<file path="src/logic/bus_clock_divisor_map.vh">
`ifndef BUS_CLOCK_DIVISOR_MAP_VH
`define BUS_CLOCK_DIVISOR_MAP_VH
// register offsets (byte addresses)
`define ADDR_DIV_CTRL 8'h00
`define ADDR_UNLOCK 8'h04
// field positions in the divisor control register
`define ON_BIT 15
`define RDY_BIT 11
`define DIV_MSB 6
`define DIV_LSB 0
`define DIV_W 7
// reset values
`define DIV_RESET 7'h01
`define DIV_RESET_BUS7 7'h00
`define RDATA_IDLE 32'h0000_0000
`define ON_RESET 1'b1
// unlock keys, written in order to the unlock register
`define KEY1 32'hA5A5_0F0F
`define KEY2 32'h5A5A_F0F0
`endif

</file>
<file path="src/logic/clock_divisor_core.v">
`timescale 1ns/10ps
`default_nettype none
// divides the system clock by (divisor + 1); the divisor input is compared live each cycle, not latched at a period boundary
module clock_divisor_core #(
  parameter W = 7
) (
  // clock and reset
  input wire i_clk,
  input wire i_rstn,
  // control
  input wire i_enable,
  input wire [W-1:0] i_divisor,
  // status and clock
  output reg o_boundary,
  output reg o_clk_en
);
  reg [W-1:0] cnt_r;
  reg [W-1:0] cnt_nxt;
  wire at_end;

  // period ends when the counter reaches the divisor
  assign at_end = (cnt_r >= i_divisor);

  always @* begin
    cnt_nxt = at_end ? {W{1'b0}} : cnt_r + {{(W-1){1'b0}}, 1'b1};
  end

  // clock enable pulse once per period; held low while disabled
  always @(posedge i_clk or negedge i_rstn) begin
    if (!i_rstn) begin
      cnt_r <= {W{1'b0}};
      o_boundary <= 1'b0;
      o_clk_en <= 1'b0;
    end else begin
      cnt_r <= cnt_nxt;
      o_boundary <= at_end;
      o_clk_en <= at_end & i_enable;
    end
  end
endmodule // clock_divisor_core
`default_nettype wire

</file>
<file path="src/logic/peripheral_bus_clock_divider.v">
`timescale 1ns/10ps
`default_nettype none
`include "bus_clock_divisor_map.vh"
// How it works
// - bit 15 on drives the bus output clock; off holds it stopped.
// - ready flag bit 11 reads one when idle; divisor writes accepted only then.
// - during a divisor change ready reads zero and divisor writes are ignored.
// - bus clock is system clock divided by divisor plus one.
// - buses 1 and 7 refuse writing zero to the enable bit.
// - bus 7 divisor is read-only, zero, so its enable pulses every cycle and its clock output stays high.
// - control writes need the unlock key sequence first, else rejected.
// - unimplemented bits read as zero.
module peripheral_bus_clock_divider #(
  parameter BUS_INDEX = 2
) (
  // clock and reset
  input wire i_clk,
  input wire i_rstn,
  // register port
  input wire [7:0] i_addr,
  input wire [31:0] i_wdata,
  input wire i_wr,
  input wire i_rd,
  output reg [31:0] o_rdata,
  // bus clock output
  output wire o_bus_clk_en,
  output reg o_bus_clk
);
  // buses whose clock may never stop, and the one bus with a fixed divisor
  localparam FIXED_ON = (BUS_INDEX == 1) || (BUS_INDEX == 7);
  localparam FIXED_DIV = (BUS_INDEX == 7);
  localparam DW = `DIV_W;
  // divisor after reset; bus 7 runs straight off the system clock
  localparam [DW-1:0] RESET_DIV = FIXED_DIV ? `DIV_RESET_BUS7 : `DIV_RESET;
  // unlock states
  localparam U_LOCKED = 2'b00;
  localparam U_KEY1 = 2'b01;
  localparam U_OPEN = 2'b10;

  // unlock sequence state
  reg [1:0] ulk_r;
  reg [1:0] ulk_nxt;
  // programmed control fields
  reg on_r;
  reg on_nxt;
  reg [DW-1:0] div_r;
  reg [DW-1:0] div_nxt;
  // divisor change tracking
  reg busy_r;
  reg busy_nxt;
  reg [DW-1:0] div_act_r;
  reg [DW-1:0] div_act_nxt;
  // output clock shaping
  reg [DW-1:0] ph_r;
  reg [DW-1:0] ph_nxt;
  reg bus_clk_nxt;
  // read path
  reg [31:0] ctrl_val;
  reg [31:0] rdata_nxt;
  // decoded strobes and write qualifiers
  wire ctrl_wr;
  wire ulk_wr;
  wire key1_hit;
  wire key2_hit;
  wire ctrl_open;
  wire on_wr_ok;
  wire div_differs;
  wire div_wr_ok;
  // counter status and clock shaping terms
  wire boundary;
  wire switch_now;
  wire div_is_zero;
  wire [DW:0] period_len;
  wire [DW:0] half_len;
  wire [DW:0] ph_inc;

  // address decode of the write strobe
  assign ctrl_wr = i_wr && (i_addr == `ADDR_DIV_CTRL);
  assign ulk_wr = i_wr && (i_addr == `ADDR_UNLOCK);
  assign key1_hit = ulk_wr && (i_wdata == `KEY1);
  assign key2_hit = ulk_wr && (i_wdata == `KEY2);

  // a control write counts only straight after a full unlock
  assign ctrl_open = ctrl_wr && (ulk_r == U_OPEN);
  // buses 1 and 7 must keep running, so a zero for the enable is dropped
  assign on_wr_ok = ctrl_open && (!FIXED_ON || i_wdata[`ON_BIT]);
  // rewriting the live divisor starts no change and keeps ready high
  assign div_differs = (i_wdata[`DIV_MSB:`DIV_LSB] != div_r);
  assign div_wr_ok = ctrl_open && !FIXED_DIV && !busy_r && div_differs;
  // a pending divisor goes live on the first period end of the old ratio
  assign switch_now = busy_r && boundary;

  // unlock sequence; any other write relocks, so one unlock grants one control write
  always @* begin
    ulk_nxt = ulk_r;
    case (ulk_r)
      U_LOCKED: begin
        if (key1_hit)
          ulk_nxt = U_KEY1;
      end
      U_KEY1: begin
        if (key2_hit)
          ulk_nxt = U_OPEN;
        else if (i_wr)
          ulk_nxt = U_LOCKED;
      end
      U_OPEN: begin
        if (i_wr)
          ulk_nxt = U_LOCKED;
      end
      default: begin
        ulk_nxt = U_LOCKED;
      end
    endcase
  end

  // enable bit; off stops both the clock and its enable pulse
  always @* begin
    on_nxt = on_r;
    if (on_wr_ok)
      on_nxt = i_wdata[`ON_BIT];
  end

  // divisor field and change flag; a new write cannot meet the clear, as it needs ready
  always @* begin
    div_nxt = div_r;
    busy_nxt = busy_r;
    if (switch_now)
      busy_nxt = 1'h0;
    if (div_wr_ok) begin
      div_nxt = i_wdata[`DIV_MSB:`DIV_LSB];
      busy_nxt = 1'h1;
    end
  end

  // divisor seen by the counter; swapping it only at a period end avoids a short pulse
  always @* begin
    div_act_nxt = div_act_r;
    if (switch_now)
      div_act_nxt = div_r;
  end

  // control state registers
  always @(posedge i_clk or negedge i_rstn) begin
    if (!i_rstn) begin
      ulk_r <= U_LOCKED;
      on_r <= `ON_RESET;
      div_r <= RESET_DIV;
      busy_r <= 1'h0;
      div_act_r <= RESET_DIV;
    end else begin
      ulk_r <= ulk_nxt;
      on_r <= on_nxt;
      div_r <= div_nxt;
      busy_r <= busy_nxt;
      div_act_r <= div_act_nxt;
    end
  end

  // period counter and one-cycle enable pulse per bus clock period
  clock_divisor_core #(
    .W(DW)
  ) u_core (
    .i_clk(i_clk),
    .i_rstn(i_rstn),
    .i_enable(on_r),
    .i_divisor(div_act_r),
    .o_boundary(boundary),
    .o_clk_en(o_bus_clk_en)
  );

  // one bit wider so a ratio of 128 does not wrap to zero
  assign period_len = {1'h0, div_act_r} + {{DW{1'h0}}, 1'h1};
  assign half_len = period_len >> 1;
  assign ph_inc = {1'h0, ph_r} + {{DW{1'h0}}, 1'h1};
  assign div_is_zero = (div_act_r == {DW{1'h0}});

  // rises at each period end, falls half way; odd ratios spend the spare cycle low
  // a ratio of one cannot toggle at the system rate, so the clock then stays high
  always @* begin
    ph_nxt = ph_r;
    bus_clk_nxt = o_bus_clk;
    if (!on_r) begin
      ph_nxt = {DW{1'h0}};
      bus_clk_nxt = 1'h0;
    end else if (boundary) begin
      ph_nxt = {DW{1'h0}};
      bus_clk_nxt = 1'h1;
    end else begin
      ph_nxt = ph_inc[DW-1:0];
      if (ph_inc >= half_len)
        bus_clk_nxt = div_is_zero;
    end
  end

  // bus clock registers
  always @(posedge i_clk or negedge i_rstn) begin
    if (!i_rstn) begin
      ph_r <= {DW{1'h0}};
      o_bus_clk <= 1'h0;
    end else begin
      ph_r <= ph_nxt;
      o_bus_clk <= bus_clk_nxt;
    end
  end

  // read image built field by field; every bit not named stays zero
  always @* begin
    ctrl_val = `RDATA_IDLE;
    ctrl_val[`ON_BIT] = on_r;
    ctrl_val[`RDY_BIT] = ~busy_r;
    ctrl_val[`DIV_MSB:`DIV_LSB] = div_r;
  end

  // unlock register is write-only, so reads there and anywhere unmapped give zero
  always @* begin
    rdata_nxt = `RDATA_IDLE;
    if (i_rd && (i_addr == `ADDR_DIV_CTRL))
      rdata_nxt = ctrl_val;
  end

  // read data stands in the one cycle after the strobe only
  always @(posedge i_clk or negedge i_rstn) begin
    if (!i_rstn)
      o_rdata <= `RDATA_IDLE;
    else
      o_rdata <= rdata_nxt;
  end
endmodule // peripheral_bus_clock_divider
`default_nettype wire

</file>
<file path="config.mk">
export PLATFORM = sky130hd
export DESIGN_NAME = peripheral_bus_clock_divider
export DESIGN_NICKNAME = d
export VERILOG_FILES = /design/src/logic/clock_divisor_core.v /design/src/logic/peripheral_bus_clock_divider.v
export VERILOG_INCLUDE_DIRS = /design/src /design/src/logic
export SDC_FILE = /design/constraint.sdc
export NUM_CORES = 1
export LEC_CHECK = 0
export ABC_AREA = 1
export BUFFER_PORTS_ARGS = -buffer_cell sky130_fd_sc_hd__buf_2
export CAP_MARGIN = 20
export CORE_MARGIN = 4
export CORE_UTILIZATION = 56
export CTS_CLUSTER_SIZE = 25
export DETAILED_ROUTE_END_ITERATION = 16
export PLACE_DENSITY = 0.85
export RECOVER_POWER = 100
export SYNTH_ARGS = -nofsm -noshare
export SYNTH_HDL_FRONTEND = slang
export SYNTH_SLANG_ARGS = --single-unit
</file>
<file path="constraint.sdc">
create_clock -name i_clk -period 4.26 [get_ports i_clk]
set_clock_uncertainty 0.15 [all_clocks]
set_input_delay 0.213 -clock i_clk [delete_from_list [all_inputs] [get_ports i_clk]]
set_output_delay 0.213 -clock i_clk [all_outputs]
set_load 0.01 [all_outputs]
</file>
==> results of run 1 <==
[cells in the final DEF, fill, tap and decap left out, types with 6 or more instances in the layout]
cell type   n
dfrtp_1    41
nand2_1    64
buf_2      42
ha_1       18
nand3_1    15
clkbuf_1   13
a21oi_1     6
o21ai_0    13
inv_1      58
xor2_1     15
nor2_1     48
conb_1     23
nor3_1      8
clkbuf_8    6
nand4_1    14
[layer usage]
metal / global-route usage, % / up-vias / share of wire [%]
met5: 0 / - / 0
met4: 4.45 / 0 / 1.1
met3: 4.29 / 7 / 5.1
met2: 37.3 / 60 / 54
met1: 20.0 / 1064 / 39
li1: - / 1148 / -
[timing repair]
action,4_1_cts,5_1_grt
hold buffers,1,0
gates resized for setup,0,0
endpoints found under the setup margin,0,0
hold endpoints to repair,41,0
[Yosys cell counts (2+ instances only)]
cell type / n
nand2_1: 63
inv_1: 58
nor2_1: 47
dfrtp_1: 41
buf_4: 23
ha_1: 18
xor2_1: 15
nand3_1: 14
nand4_1: 14
o21ai_0: 10
nor3_1: 8
a21oi_1: 6
nor4_1: 5
o21ai_2: 5
dfstp_2: 3
xnor2_1: 2
[state kept, by name, indices dropped and copies added (netlist names)]
signal / count
busy_r: 1
o_rdata: 9
u_core.cnt_r: 7
o_bus_clk: 1
div_r: 7
on_r: 1
u_core.o_boundary: 1
ulk_r: 2
div_act_r: 7
ph_r: 7
u_core.o_clk_en: 1
[cell families (layout without fill, tap and decap cells)]
| kind of cell | Yosys count | in the layout | share of synthesized area, % |
|---|---|---|---|
| AO/OA/AOI/OAI | 22 | 22 | 4.85 |
| XOR/XNOR | 17 | 17 | 5.49 |
| adder cells (fa/ha/maj) | 18 | 18 | 8.31 |
| buffers and inverters | 83 | 122 | 15.0 |
| flip-flops | 44 | 44 | 40.8 |
| other | 1 | 23 | 0.138 |
| AND/OR/NAND/NOR | 157 | 157 | 25.5 |
[report_power, final]
| group | switching [mW] | leakage, nW | internal, mW | total, mW |
|---|---|---|---|---|
| Clock | 0.146 | 0.0614 | 0.192 | 0.338 |
| Sequential | 0.00000468 | 0.600 | 0.417 | 0.417 |
| Combinational | 0.0356 | 0.899 | 0.0202 | 0.0558 |
[worst paths after layout]
kind	end	slack, ns
worst min register to register	u_core.cnt_r[0]	0.33
max in group i_clk	o_bus_clk	1.99
min in group asynchronous	ph_r[4]	0.21
worst max register to register	o_bus_clk	1.99
worst min-delay path	div_r[0]	0.03
worst max-delay path	u_core.o_clk_en	1.66
[cell type report]
class | instances | area (um2)
inverters | 58 | 218
clock buffers | 6 | 82.6
well taps | 54 | 67.6
repair buffers | 56 | 269
clock inverters | 2 | 38.8
fillers | 390 | 1650
flip-flops and latches | 44 | 1100
multi-input cells | 237 | 1260
[worst max-delay path, cell delays in order]
cell and delay, ns:
dlygate4sd3_1 0.53, clkbuf_1 0.37, clkbuf_1 1.37
[per-stage QoR]
step	setup slack [ns]	cells	utilization (%)	total power, mW	hold WS [ns]
after floorplan	2.22	364	-	0.463	-0.233
after global placement	2.17	447	62.7	0.479	0.259
after detailed placement	2.08	447	62.7	0.481	0.269
after CTS	2.05	456	65.5	0.816	0.0225
after global routing	1.10	457	64.8	0.843	0.0569
final	1.66	457	64.8	0.811	0.0338
==> results.yml, run 1 <==
setup_path:
  worst_ep_arrival_time_ns: 2.51
  cp-end-kind: "async pin"
  crit_type: "in -> async"
  reg2regPathDepth: 11
  r2r-start: "div_act_r[0]"
  critical_path.startpoint_type: "primary input"
  startpoint: "i_rstn"
  crit_path_max_fanout: 36
  cp_data_required_time_ns: 4.17
power_and_ir_drop:
  p_leak_nw: 1.56
  ir_worst_vdd_mv: 0.242
  power_density_nw_per_um2: 267
synthesis:
  syn_avg_cell_area_um2: 7.92
  synth_area_um2: 2710
  yosysWarnings: 0
  yosysTopAreaCell: "dfrtp_1"
  synth-edff-count: 0
  ys.flop_type: "dfrtp_1"
  synthCells: 342
  yosys-top-cells-area: "dfrtp_1 38%, nand2_1 8.7%, ha_1 8.3%, inv_1 8.0%, nor2_1 6.5%"
  yosysSeqAreaShare_pct: 40.8
  async_reset_ff_share_pct: 100
  synth_cell_types: 26
  ys_ff_latch: 44
  synth_top_area_share_pct: 37.9
sta:
  period_needed_ns: 2.60
  worstMarginPinSlew_ns: 1.84
  finalHoldViolations: 0
  period_share_pct: 61.0
  report.final.slew_viol_count: 37
  setup_viol: 0
  rsz0062_at_grt: "false"
  max_freq_mhz: 385
  relSlewSlack_pct: -22.9
  setup_tns_ns: 0
routing:
  drt_iter0_markers: 80
  via_count: 2279
  routed_wl_um: 5510
  drc_errors: 0
  postRouteAntennaNets: 0
  drtPass1Iterations: 4
  wire_per_inst_um: 12.0
  viasPerCell: 4.99
clocking:
  cts_max_level: 2
  clockBufferDepth: 2
  cts.clk_slew.worst_paths_ns: 0.08
  clock_sinks: 44
  cts_tree: "done"
  postCtsSetupBuffers: 0
  root_buffer: "clkbuf_8"
  clock_latency_ns: 0.30
  cts_buffers: 5
outcome:
  violations: "max-capacitance violations, max-slew violations"
  status: "finished with violations"
worst_hold_path:
  hold_path.startpoint: "i_wdata[0]"
  hold_class: "in -> reg"
  hold_path_depth: 3
global_route:
  grt_pass1_vias: 2260
  overflow: 0
  grt_pass1_wl_um: 9320
  antenna_found_initial: 0
  track_usage_pct: 18.9
  grt_max_degree: 45
final_layout:
  final_nets: 464
  area_growth_syn_to_layout_pct: 12.2
  num_antenna_cells: 0
  fin_area_um2: 3040
  drive_gt1_share_pct: 13.2
placed_design:
  io_buffers: 54
  place.gp.congestion: 0.846
  hpwl_um: 4240
  place_area_um2: 2940
job:
  max_cap_violations: 1
die:
  ioPinCount: 78
  core.rowCount: 25
  fp.coreArea_um2: 4690
  initial_core_util_pct: 57.8
  die_h_um: 77.6
  dieArea_um2: 6020
  die_w_um: 77.6
Note: power is estimated with default switching activity, not from simulation.
==> inputs of run 2 (changes only) <==
Settings changed: CORE_UTILIZATION 56 to 52, PLACE_DENSITY 0.85 to 0.8.
Clock period 4.26 ns to 2.4 ns, I/O delays scaled along.
==> run 2 against run 1 <==
Against the previous run: utilization decreased by 3.3 points; first-iteration DRC count decreased by 6.3%; clock power increased by 33%; sequential share of layout area decreased by 0.95 points; largest cell class unchanged; the flow now finishes without violations; global-route usage decreased by 1.6 points; setup slack got worse by 1.5 ns; largest power group unchanged.
==> results.yml, run 2 (synthesis gave the netlist of run 1 again) <==
final_layout:
  num_antenna_cells: 0
  largest_register: "o_rdata"
  area_growth_syn_to_layout_pct: 15.2
  multi_input_comb_area_um2: 1260
  largest_reg_flops: 9
  drive_gt1_share_pct: 12.8
  final_cell_mix: "64 x nand2_1, 58 x inv_1, 48 x nor2_1"
  final_nets: 474
  fillers: 458
  final_common_cell: "nand2_1"
  seq_area_um2: 1100
  fin_util_pct: 61.5
global_route:
  overflow: 0
  grt_max_degree: 45
  grt_pass1_vias: 2155
  grt_pass1_wl_um: 9050
  antenna_found_initial: 0
  track_usage_pct: 17.4
setup_path:
  r2r-start: "div_act_r[0]"
  worst_ep_arrival_time_ns: 2.24
  crit_type: "reg -> reg"
  cp_data_required_time_ns: 2.44
  crit_path_cell_trace: "ha_1, nand3_1, nor3_2, xor2_1, ha_1, a21oi_1, nand2_1, nand2_1, nand2_1, nand2_1, nand2_1"
  cp-end-kind: "register"
  slowest_delay_ns: 0.56
  crit_top_cell: "nand2_1"
  crit_path_max_fanout: 4
  reg2regPathDepth: 11
  r2r_setup_slack_ns: 0.19
  slowest_stage: "dfstp_2"
  critical_path.startpoint_type: "register"
  r2r-end: "o_bus_clk"
sta:
  period_needed_ns: 2.21
  worstMarginPinSlew_ns: 0.745
  finalHoldViolations: 0
  relSlewSlack_pct: 50.4
  setup_viol: 0
  period_share_pct: 92.0
  report.final.slew_viol_count: 0
  worst_slack_ns: 0.192
  max_freq_mhz: 453
routing:
  drtPass1Iterations: 4
  wire_per_inst_um: 10.9
  viasPerCell: 4.64
  postRouteAntennaNets: 0
  routed_wl_um: 5270
  via_count: 2240
  drc_errors: 0
  drt_iter0_markers: 75
die:
  dieArea_um2: 6430
  initial_core_util_pct: 53.4
  fp.coreArea_um2: 5070
  die_h_um: 80.2
  ioPinCount: 78
  die_w_um: 80.2
  core.rowCount: 26
power_and_ir_drop:
  p_int_uw: 990
  p_seq_share_pct: 57.0
  power_density_nw_per_um2: 416
  p_sw_uw: 310
  pwr-share-comb_pct: 8.5
  swShare_pct: 23.9
  pwr-share-clk_pct: 34.5
  ir_worst_vdd_mv: 0.369
  p_leak_nw: 1.58
clocking:
  clock_sinks: 44
  cts_max_level: 2
  clockBufferDepth: 2
  cts_tree: "done"
  cts_buffers: 5
  clock_latency_ns: 0.29
  root_buffer: "clkbuf_8"
  cts.clk_slew.worst_paths_ns: 0.08
placed_design:
  io_buffers: 54
  hpwl_um: 4060
  place.gp.congestion: 0.844
  post-place-ws_ns: 0.209
worst_hold_path:
  hold_path_depth: 6
  hold_class: "in -> reg"
  hold-path-endpoint: "ulk_r[1]"
  hold_path.startpoint: "i_wdata[18]"
job:
  max_cap_violations: 0
outcome:
  status: "completed"
==> run 2: changes by cell type in the layout (fill, tap and decap cells not counted), sizes merged <==
cell         previous run  this run
clkinvlp                0         1
bufinv                  1         0
dlygate4sd3             1        11
clkbuf                 19        20
buf                    42        41
==> run 2: routing by layer <==
layer	vias up	part of all wire (%)	track usage (%)	wire length, um
li1	1168	-	-	-
met1	1017	43	19.6	2250
met2	46	52	32.9	2730
met3	9	4.3	3.48	226
met4	0	1.2	4.22	62
met5	-	0	0	0
==> run 2: repair_timing <==
| item | in CTS | in global routing |
|---|---|---|
| hold buffers | 11 | 0 |
| hold endpoints to repair | 51 | 0 |
| endpoints found under the setup margin | 0 | 1 |
| setup buffers | 0 | 0 |
| resized for setup | 0 | 1 |
==> run 2: worst max path at each step <==
stage / endpoint / startpoint / cells after the start / slack (ns)
2_1_floorplan: o_bus_clk / div_act_r[0] / 11 / 0.36
3_3_place_gp: o_bus_clk / div_act_r[0] / 11 / 0.30
3_5_place_dp: o_bus_clk / div_act_r[0] / 11 / 0.21
4_1_cts: o_bus_clk / div_act_r[0] / 11 / 0.20
5_1_grt: o_bus_clk / div_act_r[0] / 11 / -0.04
6_report: o_bus_clk / div_act_r[0] / 11 / 0.19
==> run 2: cell type report <==
type	count	share of cell area, %
multi-input combinational	237	40.3
clock inverter	2	0.401
clock buffer	6	2.32
timing repair buffer	66	11.8
tap	70	2.80
inverter	58	6.97
sequential	44	35.4
==> run 2: power groups by stage <==
stage | Sequential, mW | Clock, mW | Combinational [mW]
after floorplan | 0.756 | 0 | 0.0667
after global placement | 0.755 | 0 | 0.0957
after detailed placement | 0.755 | 0 | 0.0986
after CTS | 0.741 | 0.461 | 0.111
after global routing | 0.741 | 0.489 | 0.127
final | 0.741 | 0.448 | 0.111
==> run 2: metrics by stage <==
step	hold WS [ns]	area (um2)	total power, mW	instances	setup TNS (ns)
6_report	0.0327	3120	1.30	483	0
5_1_grt	0.0859	3120	1.36	483	-0.0385
4_1_cts	0.0243	3160	1.31	482	0
3_5_place_dp	0.170	2960	0.854	463	0
3_3_place_gp	0.169	2960	0.851	463	0
2_1_floorplan	-0.326	2790	0.822	364	0
==> run 2: worst max-delay path, delay by kind of cell (launching register included) <==
family / cells / cell delay [ns]
simple gates: 7 / 0.61
xor+xnor: 1 / 0.18
fa+ha+maj: 2 / 0.44
compound gates: 1 / 0.14
flops: 1 / 0.56
==> inputs of run 3 (changes only) <==
Settings changed: CORE_MARGIN 4 to not set, CORE_UTILIZATION 52 to 56, PLACE_DENSITY 0.8 to 0.85.
Clock period 2.4 ns to 2.8 ns, I/O delays scaled along.
==> run 3 against run 2 <==
Against the previous run: flip-flop and latch count did not move; combinational power fell by 16%; utilization rose by 7.5 points; clock power rose by 12%; cell area shrank 0.36%; critical path depth grew 2; final cell count fell by 4.1%; critical endpoint unchanged.
==> results.yml, run 3 (synthesis gave the netlist of run 1 again) <==
setup_path:
  cp_data_required_time_ns: 2.86
  cpLargestDelayFamily: "simple AND/OR/NAND/NOR gates"
  slowest_delay_ns: 0.60
  crit_path_max_fanout: 4
  slowest_stage: "dfstp_1"
  worst_ep_arrival_time_ns: 2.37
  critical_path.startpoint_type: "register"
  crit_type: "reg -> reg"
  cp-end-kind: "register"
  path_buf_inv: 2
  crit_path_cell_trace: "inv_1, nor3_1, nand3_1, xor2_1, ha_1, nand2_1, inv_1, nand2_1, nand2_1, nand2_1, nand2_1, nand2_1, nand2_1"
  crit_top_cell: "nand2_1"
final_layout:
  largest_register: "o_rdata"
  final_common_cell: "nand2_1"
  final_cell_mix: "64 x nand2_1, 58 x inv_1, 48 x nor2_1"
  final_nets: 472
  fin_util_pct: 69.1
  drive_gt1_share_pct: 12.7
  area_growth_syn_to_layout_pct: 14.8
  num_antenna_cells: 0
  largest_reg_flops: 9
die:
  die_h_um: 71.6
  initial_core_util_pct: 60.2
  fp.coreArea_um2: 4500
  die_w_um: 71.6
  dieArea_um2: 5120
  ioPinCount: 78
  core.rowCount: 24
global_route:
  antenna_found_initial: 0
  track_usage_pct: 23.1
  grt_pass1_wl_um: 9300
  grt_max_degree: 45
  overflow: 0
  grt_pass1_vias: 2254
power_and_ir_drop:
  power_density_nw_per_um2: 395
  pwr-share-clk_pct: 40.8
  p_int_uw: 941
  pwr-share-comb_pct: 7.6
  p_seq_share_pct: 51.6
  power_mw: 1.23
  ir_worst_vdd_mv: 0.303
  p_sw_uw: 288
  swShare_pct: 23.4
  p_leak_nw: 1.59
routing:
  drtPass1Iterations: 4
  postRouteAntennaNets: 0
  viasPerCell: 4.96
  drt_iter0_markers: 91
  drc_errors: 0
  via_count: 2296
  wire_per_inst_um: 12.0
  routed_wl_um: 5580
placed_design:
  hpwl_um: 4170
  place.gp.congestion: 0.833
  io_buffers: 54
  post-place-ws_ns: 0.617
clocking:
  cts_max_level: 2
  root_buffer: "clkbuf_8"
  clock_latency_ns: 0.30
  clockBufferDepth: 2
  cts.clk_slew.worst_paths_ns: 0.09
  clock_sinks: 44
  cts_buffers: 5
  cts_tree: "done"
  cts_resized: 0
sta:
  max_freq_mhz: 432
  worst_slack_ns: 0.488
  setup_viol: 0
  finalHoldViolations: 0
  period_needed_ns: 2.31
  period_share_pct: 82.6
  setup_tns_ns: 0
  rsz0062_at_grt: "false"
  worstMarginPinSlew_ns: 1.07
  relSlewSlack_pct: 28.9
  report.final.slew_viol_count: 0
  whs_ns: 0.0528
job:
  max_cap_violations: 0
outcome:
  status: "completed"
worst_hold_path:
  hold_class: "in -> reg"
==> run 3: through the flow <==
stage,std cells,cell area [um2]
4_1_cts,463,3160
2_1_floorplan,364,2790
6_report,463,3110
5_1_grt,463,3110
3_5_place_dp,445,2940
3_3_place_gp,445,2940
==> run 3: what timing repair did <==
action                                 CTS  global route
hold buffers                            10             0
buffers inserted                         0             0
endpoints found under the hold margin   50             0
==> run 3: path summary, 6_finish.rpt <==
path,startpoint,to,slack [ns],cells after the start
setup / recovery,div_act_r[0],o_bus_clk,0.49,13
hold / removal,i_wdata[31],ulk_r[1],0.05,6
setup reg to reg,div_act_r[0],o_bus_clk,0.49,13
hold reg to reg,u_core.cnt_r[0],u_core.cnt_r[0],0.34,1
max in group asynchronous,i_rstn,u_core.o_clk_en,1.43,2
min in group asynchronous,i_rstn,ph_r[6],0.40,2
==> run 3: worst min-delay path: stages <==
cell and delay, ns:
buf_2 0.09, nor4_1 0.04, nand3_1 0.06, nor2_1 0.04, nand2_1 0.05, nand2_1 0.05
==> run 3: layer usage <==
metal  GRT usage [%]  share of wire, %  wire length [um]  vias to the layer above
met5               0                 0                 0                        -
met4            7.84               1.4                80                        0
met3            4.22               3.6               202                        9
met2            42.3                54              3010                       57
met1            27.3                41              2280                     1064
li1                -                 -                 -                     1166
==> run 3: power by group through the flow <==
stage	combinational (mW)	clock [mW]	sequential [mW]
6_report	0.0934	0.501	0.635
3_5_place_dp	0.0842	0	0.648
2_1_floorplan	0.0572	0	0.648
3_3_place_gp	0.0817	0	0.648
5_1_grt	0.107	0.534	0.635
4_1_cts	0.0940	0.506	0.635
==> run 3: layout make-up <==
class | count | area, um2
Timing Repair Buffer | 64 | 355
Sequential cell | 44 | 1100
Clock buffer | 5 | 68.8
Inverter | 58 | 218
Clock inverter | 3 | 46.3
Tap cell | 52 | 65.1
Multi-Input combinational cell | 237 | 1250
Fill cell | 364 | 1390
